==> src/common/coa_map.svh <==
// register offsets, field positions, constants and reset values of the operand addressing block
`ifndef COA_MAP_SVH
`define COA_MAP_SVH

// ****************************************
// apb register byte offsets
// ****************************************
`define COA_OFF_CTRL 12'h000
`define COA_OFF_STATUS 12'h004
`define COA_OFF_PC 12'h008
`define COA_OFF_SR 12'h00C
`define COA_OFF_REGSEL 12'h010
`define COA_OFF_REGDAT 12'h014

// ****************************************
// register fields
// ****************************************
`define COA_CTRL_GO 0
`define COA_STAT_BUSY 0
`define COA_STAT_DONE 1
`define COA_SR_Z_BIT 1
`define COA_SR_N_BIT 2

// ****************************************
// instruction word fields
// ****************************************
`define COA_IR_SRC 11:8
`define COA_IR_AD 7
`define COA_IR_BW 6
`define COA_IR_AS 5:4
`define COA_IR_DST 3:0

// ****************************************
// register numbers and source modes
// ****************************************
`define COA_REG_PC 4'h0
`define COA_REG_SR 4'h2
`define COA_REG_CG2 4'h3
`define COA_AS_REG 2'h0
`define COA_AS_IDX 2'h1
`define COA_AS_IND 2'h2
`define COA_AS_INC 2'h3

// ****************************************
// generated constants and steps
// ****************************************
`define COA_CG1_FOUR 16'h0004
`define COA_CG1_EIGHT 16'h0008
`define COA_CG2_ZERO 16'h0000
`define COA_CG2_ONE 16'h0001
`define COA_CG2_TWO 16'h0002
`define COA_CG2_ONES 16'hFFFF
`define COA_WORD_STEP 16'h0002
`define COA_BYTE_STEP 16'h0001
`define COA_ZERO16 16'h0000
`define COA_ZERO32 32'h0000_0000
`define COA_PC_RST 16'h0000
`define COA_SR_RST 16'h0000

`endif

==> src/common/coa_pkg.sv <==
// types shared by the operand addressing block
package coa_pkg;

	// ****************************************
	// sequencer states
	// ****************************************
	typedef enum logic [3:0] {
		COA_IDLE = 4'b0000,
		COA_FETCH = 4'b0001,
		COA_SREG = 4'b0010,
		COA_SDEC = 4'b0011,
		COA_SEXT = 4'b0100,
		COA_SRD = 4'b0101,
		COA_DREG = 4'b0110,
		COA_DDEC = 4'b0111,
		COA_DEXT = 4'b1000,
		COA_DWR = 4'b1001,
		COA_DONE = 4'b1010
	} coa_state_t;

	// ****************************************
	// memory bus request
	// ****************************************
	typedef struct packed {
		logic req;
		logic we;
		logic byte_acc;
		logic [15:0] addr;
		logic [15:0] wdata;
	} coa_mem_req_t;

endpackage

==> src/hw/coa_regfile.sv <==
// register file of the cpu with registered read data
`timescale 1ns/1ps
module coa_regfile
#(
	parameter int DEPTH = 16,
	parameter int WIDTH = 16
)
(
	input wire logic clk,
	input wire logic rstn,
	input wire logic [$clog2(DEPTH)-1:0] raddr,
	output logic [WIDTH-1:0] rdata,
	input wire logic we,
	input wire logic [$clog2(DEPTH)-1:0] waddr,
	input wire logic [WIDTH-1:0] wdata
);
	logic [WIDTH-1:0] mem_ff [DEPTH];
	logic [WIDTH-1:0] rdata_ff;

	// ****************************************
	// storage, one write port per entry
	// ****************************************
	genvar gi;
	generate
		for (gi = 0; gi < DEPTH; gi++)
		begin : g_word
			always_ff @(posedge clk)
			begin
				if (we && (waddr == ($clog2(DEPTH))'(gi)))
					mem_ff[gi] <= wdata;
			end
		end
	endgenerate

	// read data come one cycle after the address
	always_ff @(posedge clk or negedge rstn)
	begin
		if (!rstn)
			rdata_ff <= '0;
		else
			rdata_ff <= mem_ff[raddr];
	end

	assign rdata = rdata_ff;
endmodule

==> src/hw/coa_operand_addr.sv <==
// operand addressing and constant generation sequencer with apb control
// How it works
// RULE1: second generator mode 00 supplies zero
// RULE2: generators give 4, 8, 0, 1, 2, all-ones
// RULE3: general registers usable as byte or word
// RULE4: seven source, four destination modes decoded
// RULE5: mode zero uses register content, no memory
// RULE6: indexed address is register plus extension word
// RULE7: symbolic address is program counter plus offset
// RULE8: absolute uses status register base of zero
// RULE9: source mode 10 reads through register pointer
// RULE10: autoincrement steps register by one or two
// RULE11: immediate read through program counter, stepping it
// RULE12: any source mode pairs with any destination
// RULE13: byte register writes clear upper byte, flags
// RULE14: base registers unchanged, counter passes extensions
// RULE15: symbolic offset added as signed difference
// RULE16: extension words fetched in order after opcode
// RULE17: program counter even, steps two per word
// RULE18: relative base is extension word address
// RULE19: status register mode zero is plain operand
//
// Decided for this implementation: the address map and register access over APB.
`timescale 1ns/1ps
`include "coa_map.svh"
module coa_operand_addr
(
	input wire logic clk,
	input wire logic rstn,
	input wire logic psel,
	input wire logic penable,
	input wire logic pwrite,
	input wire logic [11:0] paddr,
	input wire logic [31:0] pwdata,
	output logic [31:0] prdata,
	output logic pready,
	output logic pslverr,
	output coa_pkg::coa_mem_req_t mem_req,
	input wire logic mem_ack,
	input wire logic [15:0] mem_rdata
);
	import coa_pkg::*;

	coa_state_t state_ff;
	coa_state_t nxt_state;
	coa_mem_req_t mem_ff;
	logic [15:0] ir_ff;
	logic [15:0] pc_ff;
	logic [15:0] sr_ff;
	logic [15:0] op_ff;
	logic [15:0] ea_ff;
	logic [15:0] base_ff;
	logic [3:0] regsel_ff;
	logic done_ff;
	logic pready_ff;
	logic pslverr_ff;
	logic [31:0] prdata_ff;
	logic [3:0] rf_raddr;
	logic [3:0] rf_waddr;
	logic [15:0] rf_rdata;
	logic [15:0] rf_wdata;
	logic rf_we;
	logic [3:0] src;
	logic [3:0] dst;
	logic [1:0] as_mode;
	logic ad_mode;
	logic bw;
	logic busy;
	logic got;
	logic src_const;
	logic [15:0] sv;
	logic [15:0] dv;
	logic [15:0] res;
	logic [15:0] step_size;
	logic apb_access;
	logic apb_fire;
	logic apb_err;
	logic apb_ok_wr;
	logic go;

	// ****************************************
	// decoding helpers
	// ****************************************
	function automatic logic is_const(input logic [3:0] idx, input logic [1:0] am);
		is_const = (idx == `COA_REG_CG2) || ((idx == `COA_REG_SR) && am[1]);
	endfunction

	function automatic logic [15:0] cg_value(input logic [3:0] idx, input logic [1:0] am);
		cg_value = `COA_CG2_ZERO;
		if (idx == `COA_REG_SR)
			cg_value = (am == `COA_AS_INC) ? `COA_CG1_EIGHT : `COA_CG1_FOUR;
		else
		begin
			case (am)
				`COA_AS_REG: cg_value = `COA_CG2_ZERO;
				`COA_AS_IDX: cg_value = `COA_CG2_ONE;
				`COA_AS_IND: cg_value = `COA_CG2_TWO;
				default: cg_value = `COA_CG2_ONES;
			endcase
		end
	endfunction

	// program counter and status register live outside the register file
	function automatic logic [15:0] reg_value(input logic [3:0] idx, input logic [15:0] rfd,
		input logic [15:0] pc, input logic [15:0] sr);
		if (idx == `COA_REG_PC)
			reg_value = pc;
		else if (idx == `COA_REG_SR)
			reg_value = sr;
		else
			reg_value = rfd;
	endfunction

	function automatic logic is_general(input logic [3:0] idx);
		is_general = (idx != `COA_REG_PC) && (idx != `COA_REG_SR) && (idx != `COA_REG_CG2);
	endfunction

	assign src = ir_ff[`COA_IR_SRC];
	assign dst = ir_ff[`COA_IR_DST];
	assign as_mode = ir_ff[`COA_IR_AS];
	assign ad_mode = ir_ff[`COA_IR_AD];
	assign bw = ir_ff[`COA_IR_BW];
	assign busy = (state_ff != COA_IDLE);
	assign got = mem_ff.req && mem_ack;
	assign src_const = is_const(src, as_mode);
	assign sv = reg_value(src, rf_rdata, pc_ff, sr_ff);
	assign dv = reg_value(dst, rf_rdata, pc_ff, sr_ff);
	// RULE13: byte result keeps upper byte clear
	assign res = bw ? {8'h00, op_ff[7:0]} : op_ff;
	// RULE10: step of one for bytes, two for words
	assign step_size = bw ? `COA_BYTE_STEP : `COA_WORD_STEP;

	// ****************************************
	// apb slave
	// ****************************************
	assign apb_access = psel && penable;
	assign apb_fire = apb_access && pready_ff;
	assign apb_ok_wr = apb_fire && pwrite && !pslverr_ff;
	assign go = apb_ok_wr && (paddr == `COA_OFF_CTRL) && pwdata[`COA_CTRL_GO];

	// unmapped, or writing control, counter or status, or any register data access, while an instruction runs
	always_comb
	begin
		case (paddr)
			`COA_OFF_CTRL: apb_err = busy && pwrite;
			`COA_OFF_STATUS: apb_err = 1'b0;
			`COA_OFF_PC: apb_err = busy && pwrite;
			`COA_OFF_SR: apb_err = busy && pwrite;
			`COA_OFF_REGSEL: apb_err = 1'b0;
			`COA_OFF_REGDAT: apb_err = busy;
			default: apb_err = 1'b1;
		endcase
	end

	// every access answers in its second access cycle
	always_ff @(posedge clk or negedge rstn)
	begin
		if (!rstn)
		begin
			pready_ff <= 1'b0;
			pslverr_ff <= 1'b0;
			prdata_ff <= `COA_ZERO32;
		end
		else
		begin
			pready_ff <= apb_access && !pready_ff;
			pslverr_ff <= apb_access && !pready_ff && apb_err;
			prdata_ff <= `COA_ZERO32;
			if (apb_access && !pready_ff && !pwrite && !apb_err)
			begin
				case (paddr)
					`COA_OFF_STATUS: prdata_ff <= {30'h0000_0000, done_ff, busy};
					`COA_OFF_PC: prdata_ff <= {16'h0000, pc_ff};
					`COA_OFF_SR: prdata_ff <= {16'h0000, sr_ff};
					`COA_OFF_REGSEL: prdata_ff <= {28'h000_0000, regsel_ff};
					`COA_OFF_REGDAT: prdata_ff <= {16'h0000, rf_rdata};
					default: prdata_ff <= `COA_ZERO32;
				endcase
			end
		end
	end

	always_ff @(posedge clk or negedge rstn)
	begin
		if (!rstn)
			regsel_ff <= 4'h0;
		else if (apb_ok_wr && (paddr == `COA_OFF_REGSEL))
			regsel_ff <= pwdata[3:0];
	end

	always_ff @(posedge clk or negedge rstn)
	begin
		if (!rstn)
			done_ff <= 1'b0;
		else if (go)
			done_ff <= 1'b0;
		else if (state_ff == COA_DONE)
			done_ff <= 1'b1;
	end

	// ****************************************
	// register file ports
	// ****************************************
	always_comb
	begin
		case (state_ff)
			COA_SREG: rf_raddr = src;
			COA_DREG: rf_raddr = dst;
			default: rf_raddr = regsel_ff;
		endcase
	end

	always_comb
	begin
		rf_we = 1'b0;
		rf_waddr = regsel_ff;
		rf_wdata = pwdata[15:0];
		// RULE10: autoincrement writes the pointer back
		if ((state_ff == COA_SDEC) && (as_mode == `COA_AS_INC) && is_general(src))
		begin
			rf_we = 1'b1;
			rf_waddr = src;
			rf_wdata = sv + step_size;
		end
		// RULE3: general register takes byte or word result
		else if ((state_ff == COA_DDEC) && !ad_mode && is_general(dst))
		begin
			rf_we = 1'b1;
			rf_waddr = dst;
			rf_wdata = res;
		end
		else if (!busy && apb_ok_wr && (paddr == `COA_OFF_REGDAT))
			rf_we = 1'b1;
	end

	coa_regfile #(.DEPTH(16), .WIDTH(16)) u_regs
	(
		.clk(clk),
		.rstn(rstn),
		.raddr(rf_raddr),
		.rdata(rf_rdata),
		.we(rf_we),
		.waddr(rf_waddr),
		.wdata(rf_wdata)
	);

	// ****************************************
	// sequencer
	// ****************************************
	always_comb
	begin
		nxt_state = state_ff;
		case (state_ff)
			COA_IDLE: if (go) nxt_state = COA_FETCH;
			COA_FETCH: if (got) nxt_state = COA_SREG;
			COA_SREG: nxt_state = COA_SDEC;
			// RULE4: source mode decode
			COA_SDEC:
			begin
				if (src_const || (as_mode == `COA_AS_REG))
					nxt_state = COA_DREG;
				else if (as_mode == `COA_AS_IDX)
					nxt_state = COA_SEXT;
				else
					nxt_state = COA_SRD;
			end
			COA_SEXT: if (got) nxt_state = COA_SRD;
			COA_SRD: if (got) nxt_state = COA_DREG;
			// RULE12: destination decode is independent of source mode
			COA_DREG: nxt_state = COA_DDEC;
			COA_DDEC: nxt_state = ad_mode ? COA_DEXT : COA_DONE;
			COA_DEXT: if (got) nxt_state = COA_DWR;
			COA_DWR: if (got) nxt_state = COA_DONE;
			COA_DONE: nxt_state = COA_IDLE;
			default: nxt_state = COA_IDLE;
		endcase
	end

	always_ff @(posedge clk or negedge rstn)
	begin
		if (!rstn)
			state_ff <= COA_IDLE;
		else
			state_ff <= nxt_state;
	end

	always_ff @(posedge clk or negedge rstn)
	begin
		if (!rstn)
			ir_ff <= `COA_ZERO16;
		else if ((state_ff == COA_FETCH) && got)
			ir_ff <= mem_rdata;
	end

	// ****************************************
	// program counter
	// ****************************************
	always_ff @(posedge clk or negedge rstn)
	begin
		if (!rstn)
			pc_ff <= `COA_PC_RST;
		else if (!busy && apb_ok_wr && (paddr == `COA_OFF_PC))
			pc_ff <= {pwdata[15:1], 1'b0};
		// RULE16: opcode then extension words, in order
		else if (got && ((state_ff == COA_FETCH) || (state_ff == COA_SEXT)
			|| (state_ff == COA_DEXT)))
			pc_ff <= pc_ff + `COA_WORD_STEP;
		// RULE11: immediate steps the counter past its word
		else if ((state_ff == COA_SDEC) && (as_mode == `COA_AS_INC) && (src == `COA_REG_PC))
			pc_ff <= pc_ff + `COA_WORD_STEP;
		// RULE17: a written counter stays even
		else if ((state_ff == COA_DDEC) && !ad_mode && (dst == `COA_REG_PC))
			pc_ff <= {res[15:1], 1'b0};
	end

	// ****************************************
	// status word
	// ****************************************
	always_ff @(posedge clk or negedge rstn)
	begin
		if (!rstn)
			sr_ff <= `COA_SR_RST;
		else if (!busy && apb_ok_wr && (paddr == `COA_OFF_SR))
			sr_ff <= pwdata[15:0];
		else if ((state_ff == COA_DDEC) && !ad_mode && (dst == `COA_REG_SR))
			sr_ff <= res;
		// RULE13: flags follow the byte or word result
		else if (((state_ff == COA_DDEC) && !ad_mode) || ((state_ff == COA_DWR) && got))
		begin
			sr_ff[`COA_SR_Z_BIT] <= (res == `COA_ZERO16);
			sr_ff[`COA_SR_N_BIT] <= bw ? res[7] : res[15];
		end
	end

	// ****************************************
	// operand and address path
	// ****************************************
	always_ff @(posedge clk or negedge rstn)
	begin
		if (!rstn)
		begin
			op_ff <= `COA_ZERO16;
			ea_ff <= `COA_ZERO16;
			base_ff <= `COA_ZERO16;
		end
		else
		begin
			case (state_ff)
				COA_SDEC:
				begin
					// RULE1: second generator gives the cleared value
					// RULE2: constant without a code word
					if (src_const)
						op_ff <= cg_value(src, as_mode);
					// RULE5: register content, no memory cycle
					// RULE19: status word in mode zero is a normal operand
					else if (as_mode == `COA_AS_REG)
						op_ff <= bw ? {8'h00, sv[7:0]} : sv;
					// RULE8: absolute mode base reads as zero
					// RULE18: counter base equals extension word address
					else if (as_mode == `COA_AS_IDX)
						base_ff <= (src == `COA_REG_SR) ? `COA_ZERO16 : sv;
					// RULE9: register content points at the operand
					else
						ea_ff <= sv;
				end
				// RULE6: register plus extension offset
				// RULE7: counter plus offset for symbolic operands
				// RULE15: offset wraps as a signed difference
				// RULE14: base register itself is never written
				COA_SEXT: if (got) ea_ff <= base_ff + mem_rdata;
				COA_SRD: if (got) op_ff <= bw ? {8'h00, mem_rdata[7:0]} : mem_rdata;
				COA_DDEC: base_ff <= (dst == `COA_REG_SR) ? `COA_ZERO16 : dv;
				COA_DEXT: if (got) ea_ff <= base_ff + mem_rdata;
				default: ea_ff <= ea_ff;
			endcase
		end
	end

	// ****************************************
	// memory request, held until acknowledged
	// ****************************************
	always_ff @(posedge clk or negedge rstn)
	begin
		if (!rstn)
			mem_ff <= '0;
		else
		begin
			mem_ff.req <= ((state_ff == COA_FETCH) || (state_ff == COA_SEXT)
				|| (state_ff == COA_SRD) || (state_ff == COA_DEXT)
				|| (state_ff == COA_DWR)) && !got;
			mem_ff.we <= (state_ff == COA_DWR);
			mem_ff.byte_acc <= bw && ((state_ff == COA_SRD) || (state_ff == COA_DWR));
			mem_ff.addr <= ((state_ff == COA_SRD) || (state_ff == COA_DWR)) ? ea_ff : pc_ff;
			mem_ff.wdata <= res;
		end
	end

	assign mem_req = mem_ff;
	assign prdata = prdata_ff;
	assign pready = pready_ff;
	assign pslverr = pslverr_ff;
endmodule

==> config.mk <==
export PLATFORM = sky130hd
export DESIGN_NAME = coa_operand_addr
export DESIGN_NICKNAME = d
export VERILOG_FILES = /design/src/common/coa_pkg.sv /design/src/hw/coa_regfile.sv /design/src/hw/coa_operand_addr.sv
export VERILOG_INCLUDE_DIRS = /design/src /design/src/common
export SDC_FILE = /design/constraint.sdc
export NUM_CORES = 1
export LEC_CHECK = 0
export ABC_AREA = 0
export BUFFER_PORTS_ARGS = -buffer_cell sky130_fd_sc_hd__buf_4
export CORE_MARGIN = 2
export CORE_UTILIZATION = 56
export CTS_CLUSTER_DIAMETER = 100
export DETAILED_ROUTE_END_ITERATION = 10
export PLACE_DENSITY = 0.75
export SETUP_SLACK_MARGIN = 0.3
export SKIP_LAST_GASP = 1
export SLEW_MARGIN = 15
export SYNTH_ARGS = -nofsm -noshare
export SYNTH_HDL_FRONTEND = slang
export SYNTH_SLANG_ARGS = --single-unit
==> constraint.sdc <==
create_clock -name clk -period 9.33 [get_ports clk]
set_input_delay 0.4665 -clock clk [delete_from_list [all_inputs] [get_ports clk]]
set_output_delay 0.4665 -clock clk [all_outputs]
set_load 0.02 [all_outputs]
==> impl_results.md <==
- Antenna violations before repair: 0
- Detailed router's first-iteration violation count: slightly above 2,000
- Sum of overflow across all layers after global routing: 0
- Worst-case clock buffer depth: 3
- Fill cell count: ~2,800
- Cell area power density: around 170 nW/µm²
- HP Start: pwdata[4]
- Signal arrival time at the worst endpoint: between 4000 and 5000 ps
- Total negative setup slack: 0 ps
- Drc violations: 0
- Total number of vias: 15,700
- Clk Tree Root Cell: sky130_fd_sc_hd__clkbuf_16
- Cell area after layout: about 23,000 µm²
- Chip width: 194 µm
- Hold Crit Endpoint: sr_ff[4]
- Outcome: finished, final reports clean
- Static leakage: 9.19 nW
- Vias in the first global route: ~15,000
- Number of port buffers: between 100 and 150
- Total Die Area: around 38,000 µm²
- FF/Latch Area: about 12,000 µm²
- Critical-path top delay cell: sky130_fd_sc_hd__a21oi_1
- Clock latency reported for the late side of the worst-skew pair: 570 ps
- Post-synthesis cell count: 1,852
- Final routed wire length divided by cell count: 24.7 µm
- Post-CTS Setup Bufs: 0
- Post-DRT Antenna Nets: 0
- Area share of the largest cell type after synthesis: 0.380
- First-pass GRT wire length: 89.6 mm
- Largest cells by area after synthesis: sky130_fd_sc_hd__edfxtp_1, sky130_fd_sc_hd__dfrtp_1, sky130_fd_sc_hd__nand2_1, sky130_fd_sc_hd__a21oi_1, sky130_fd_sc_hd__mux2_2
- Diodes inserted: 0
- Part of the Yosys area used for sequential elements: 0.589
- Count of maximum capacitance violations: 0
- Biggest cell delay along the critical path: 950 ps
- Worst-case clock skew: 13.8 ps
- CTS Sinks: 425
- Area of the core: 35,600 µm²
- Die outline height: just under 200 µm
- Hpwl dp: 38.4 mm
- Total of flip-flops plus latches after synthesis: 425
- Highest clock frequency the design can meet: 0.229 GHz
- Weighted congestion at the end of routability-driven global placement: ~0.97
- CP endpoint kind: register
- Number of cells on the worst hold path: 3
- Proportion of power drawn by the clock network: 0.450
- Ys async rst share: 0.398
- Clk slew on worst S/H paths: around 70 ps
- Worst r2r dst: u_regs.mem_ff[10][14]
- Netlist Area Pre-Place: 20,200 µm²
- Multi-input gate area in the final layout: 7620 µm²
- Critical path class: reg -> reg
- End-of-flow core utilization: 0.644
- Number of core rows: 69
- Path class of the lowest-slack min-delay path: in -> reg
- DR vias/cell: between 6 and 7
- H-tree depth: 2
- Relative contribution of combinational cells to total power: 0.025
- Layout Nets: 2,011
- Launching element type of the critical path: register
- Prevailing post-synth register cell: sky130_fd_sc_hd__edfxtp_1
- Worst path required time: 9530 ps
- Layout cells sized above 1: 0.160
- Reg2reg setup slack: 4960 ps
- Fraction of power spent switching nets: 0.212
- Final setup violation count: 0
- Clock period minus worst slack: 4370 ps
- Worst IR drop on VDD: 0.179 mV
- Maximum net fanout on the critical path: 22
- Number of enable flip-flop cells after synthesis: 256
- Count of non-filler cells in the finished layout: 2,420
- Crit Reg-Reg Startpoint: ir_ff[9]
- Slew of the pin with the lowest slew margin: 1210 ps
- CTS tree: built
- Cell repeated most along the worst path: sky130_fd_sc_hd__a21oi_1
- Instance area at placement: about 21,000 µm²
- Post-placement cell count: ~2,300
- Critical path cell sequence: buf_4 -> mux2i_1 -> a21oi_1 -> inv_1 -> fa_1 -> nor3_1 -> nand2_1 -> xnor2_1 -> a21oi_1
- Reg power frac: 0.525
- Final wirelength: 59.9 mm
- Number of hold violations in the final report: 0
- Final period utilization: 0.468
- Largest net degree at the start of global routing: between 100 and 150
- Layout-stage area growth over the synthesis result: 13.2%
- Effective utilization at floorplan: 0.569
- Unrepaired setup endpoints after global routing: false
- Cell with the most instances after synthesis: sky130_fd_sc_hd__nand2_1
- Aggregate global-route resource usage: 0.312
- Mapped Avg Cell Area: 10.9 µm²
- Synth cell count leaders: sky130_fd_sc_hd__nand2_1, sky130_fd_sc_hd__edfxtp_1, sky130_fd_sc_hd__a21oi_1, sky130_fd_sc_hd__dfrtp_1, sky130_fd_sc_hd__nor2_1
- Number of warnings issued by yosys: 0
- Number of distinct standard cells referenced by the synthesized netlist: 80
- Relative slew slack: 0.191
- Net switching power: 0.809 mW
- Largest area contributor in the netlist: sky130_fd_sc_hd__edfxtp_1
- Number of cells traversed by the worst register-to-register path: 9
- Initial DRT Pass Iterations: 9
- Number of pins with negative max-slew slack in the final report: 0
- Total internal power: 3.00 mW
- Overall power of the completed layout: 3.81 mW
- Number of buffers added by the clock tree synthesis step: between 40 and 50
- Number of placed I/O pins: 135
==> per-stage QoR <==
stage / worst slack, ps / hold WS, ps
2_1_floorplan: 5730 / 171
3_3_place_gp: 4920 / 471
3_5_place_dp: 4840 / 479
4_1_cts: 4790 / 114
5_1_grt: 4720 / 159
6_report: 4960 / 162
==> what timing repair did <==
item,4_1_cts,5_1_grt
endpoints found under the hold margin,0,33
setup endpoints to repair,0,0
hold buffers,0,1
gates resized for setup,0,0
==> cells by family after synthesis <==
logic type	synth area share
compound gates	0.164
xor+xnor	0.0117
fa+ha+maj	0.0131
buf+inv	0.0432
flops	0.589
mux	0.0504
other cells	0.000185
simple gates	0.128
==> state kept, by name, summed over array words and instances, names as in the netlist, 4 cells and up <==
signal	count
ea_ff	16
prdata	16
pc_ff	15
op_ff	16
state_ff	4
u_regs.mem_ff	256
regsel_ff	4
sr_ff	16
base_ff	16
u_regs.rdata	16
mem_req	35
ir_ff	12
==> routing by layer <==
metal / GRT usage / wire length [µm] / up-vias
met4: 0.194 / 3990 / 0
met2: 0.480 / 27300 / 1006
met1: 0.417 / 22800 / 7540
met5: 0 / 0 / -
li1: - / - / 6945
met3: 0.0517 / 5870 / 236
==> worst max path at each step <==
| stage | slack, ps | cells after the start | endpoint | start |
|---|---|---|---|---|
| CTS | 4790 | 11 | u_regs.mem_ff[2][10] | ir_ff[8] |
| detailed placement | 4840 | 11 | u_regs.mem_ff[12][10] | ir_ff[8] |
| global route | 4720 | 10 | u_regs.mem_ff[3][14] | ir_ff[8] |
| global placement | 4920 | 11 | u_regs.mem_ff[4][12] | ir_ff[8] |
| floorplan | 5730 | 14 | u_regs.mem_ff[0][12] | ir_ff[10] |
| finish | 4960 | 9 | u_regs.mem_ff[10][14] | ir_ff[9] |
==> final cells by class <==
cell class              count  share of cell area
clock buffers              60              0.0529
repair buffers            150              0.0503
clock inverters            20             0.00869
flip-flops and latches    425               0.520
well taps                 461              0.0252
multi-input cells        1244               0.333
inverters                  60             0.00983
==> power groups by stage <==
stage	sequential, mW	combinational, mW	clock (mW)
after floorplan	2.04	0.0377	0
after CTS	2.00	0.0909	1.73
after detailed placement	2.04	0.0903	0
after global placement	2.04	0.0880	0
after global routing	2.00	0.102	1.80
final	2.00	0.0944	1.72
==> worst max-delay path, delay by kind of cell, from the launching register on <==
family / cells / cell delay, ps
simple gates: 2 / 680
compound gates: 2 / 1420
mux: 1 / 120
flops: 1 / 580
fa+ha+maj: 1 / 490
xor+xnor: 1 / 150
buf+inv: 2 / 550
==> placed cells by master (no fill, tap or decap), types with 7 or more instances in the layout <==
cell type                   netlist  layout
sky130_fd_sc_hd__a32oi_1         17      17
sky130_fd_sc_hd__edfxtp_1       256     256
sky130_fd_sc_hd__buf_4           19     147
sky130_fd_sc_hd__o21ai_0         98      98
sky130_fd_sc_hd__o211ai_1         7       7
sky130_fd_sc_hd__a222oi_1        13      13
sky130_fd_sc_hd__dfrtp_1        169     169
sky130_fd_sc_hd__nor4_1           8       8
sky130_fd_sc_hd__mux2_2          47      47
sky130_fd_sc_hd__nand3_1         55      55
sky130_fd_sc_hd__nor2_2           2      18
sky130_fd_sc_hd__xor2_1          10      10
sky130_fd_sc_hd__a21oi_2          1       9
sky130_fd_sc_hd__inv_1           59      59
sky130_fd_sc_hd__a221oi_1        21      21
sky130_fd_sc_hd__a22oi_1         50      50
sky130_fd_sc_hd__nand2b_1        12      12
sky130_fd_sc_hd__conb_1           1      16
sky130_fd_sc_hd__a21o_1          12      11
sky130_fd_sc_hd__a21oi_1        178     169
sky130_fd_sc_hd__a31oi_1         15      13
sky130_fd_sc_hd__xnor2_1         17      17
sky130_fd_sc_hd__nor3_1          39      39
sky130_fd_sc_hd__o22a_1          13      13
sky130_fd_sc_hd__ha_1            18      18
sky130_fd_sc_hd__a211oi_1        38      38
sky130_fd_sc_hd__mux2i_1         49      49
sky130_fd_sc_hd__clkbuf_1        75      12
sky130_fd_sc_hd__clkbuf_16        0      45
sky130_fd_sc_hd__nand2_1        272     272
sky130_fd_sc_hd__nor2_1         122     105
Note: power is estimated with default switching activity, not from simulation.
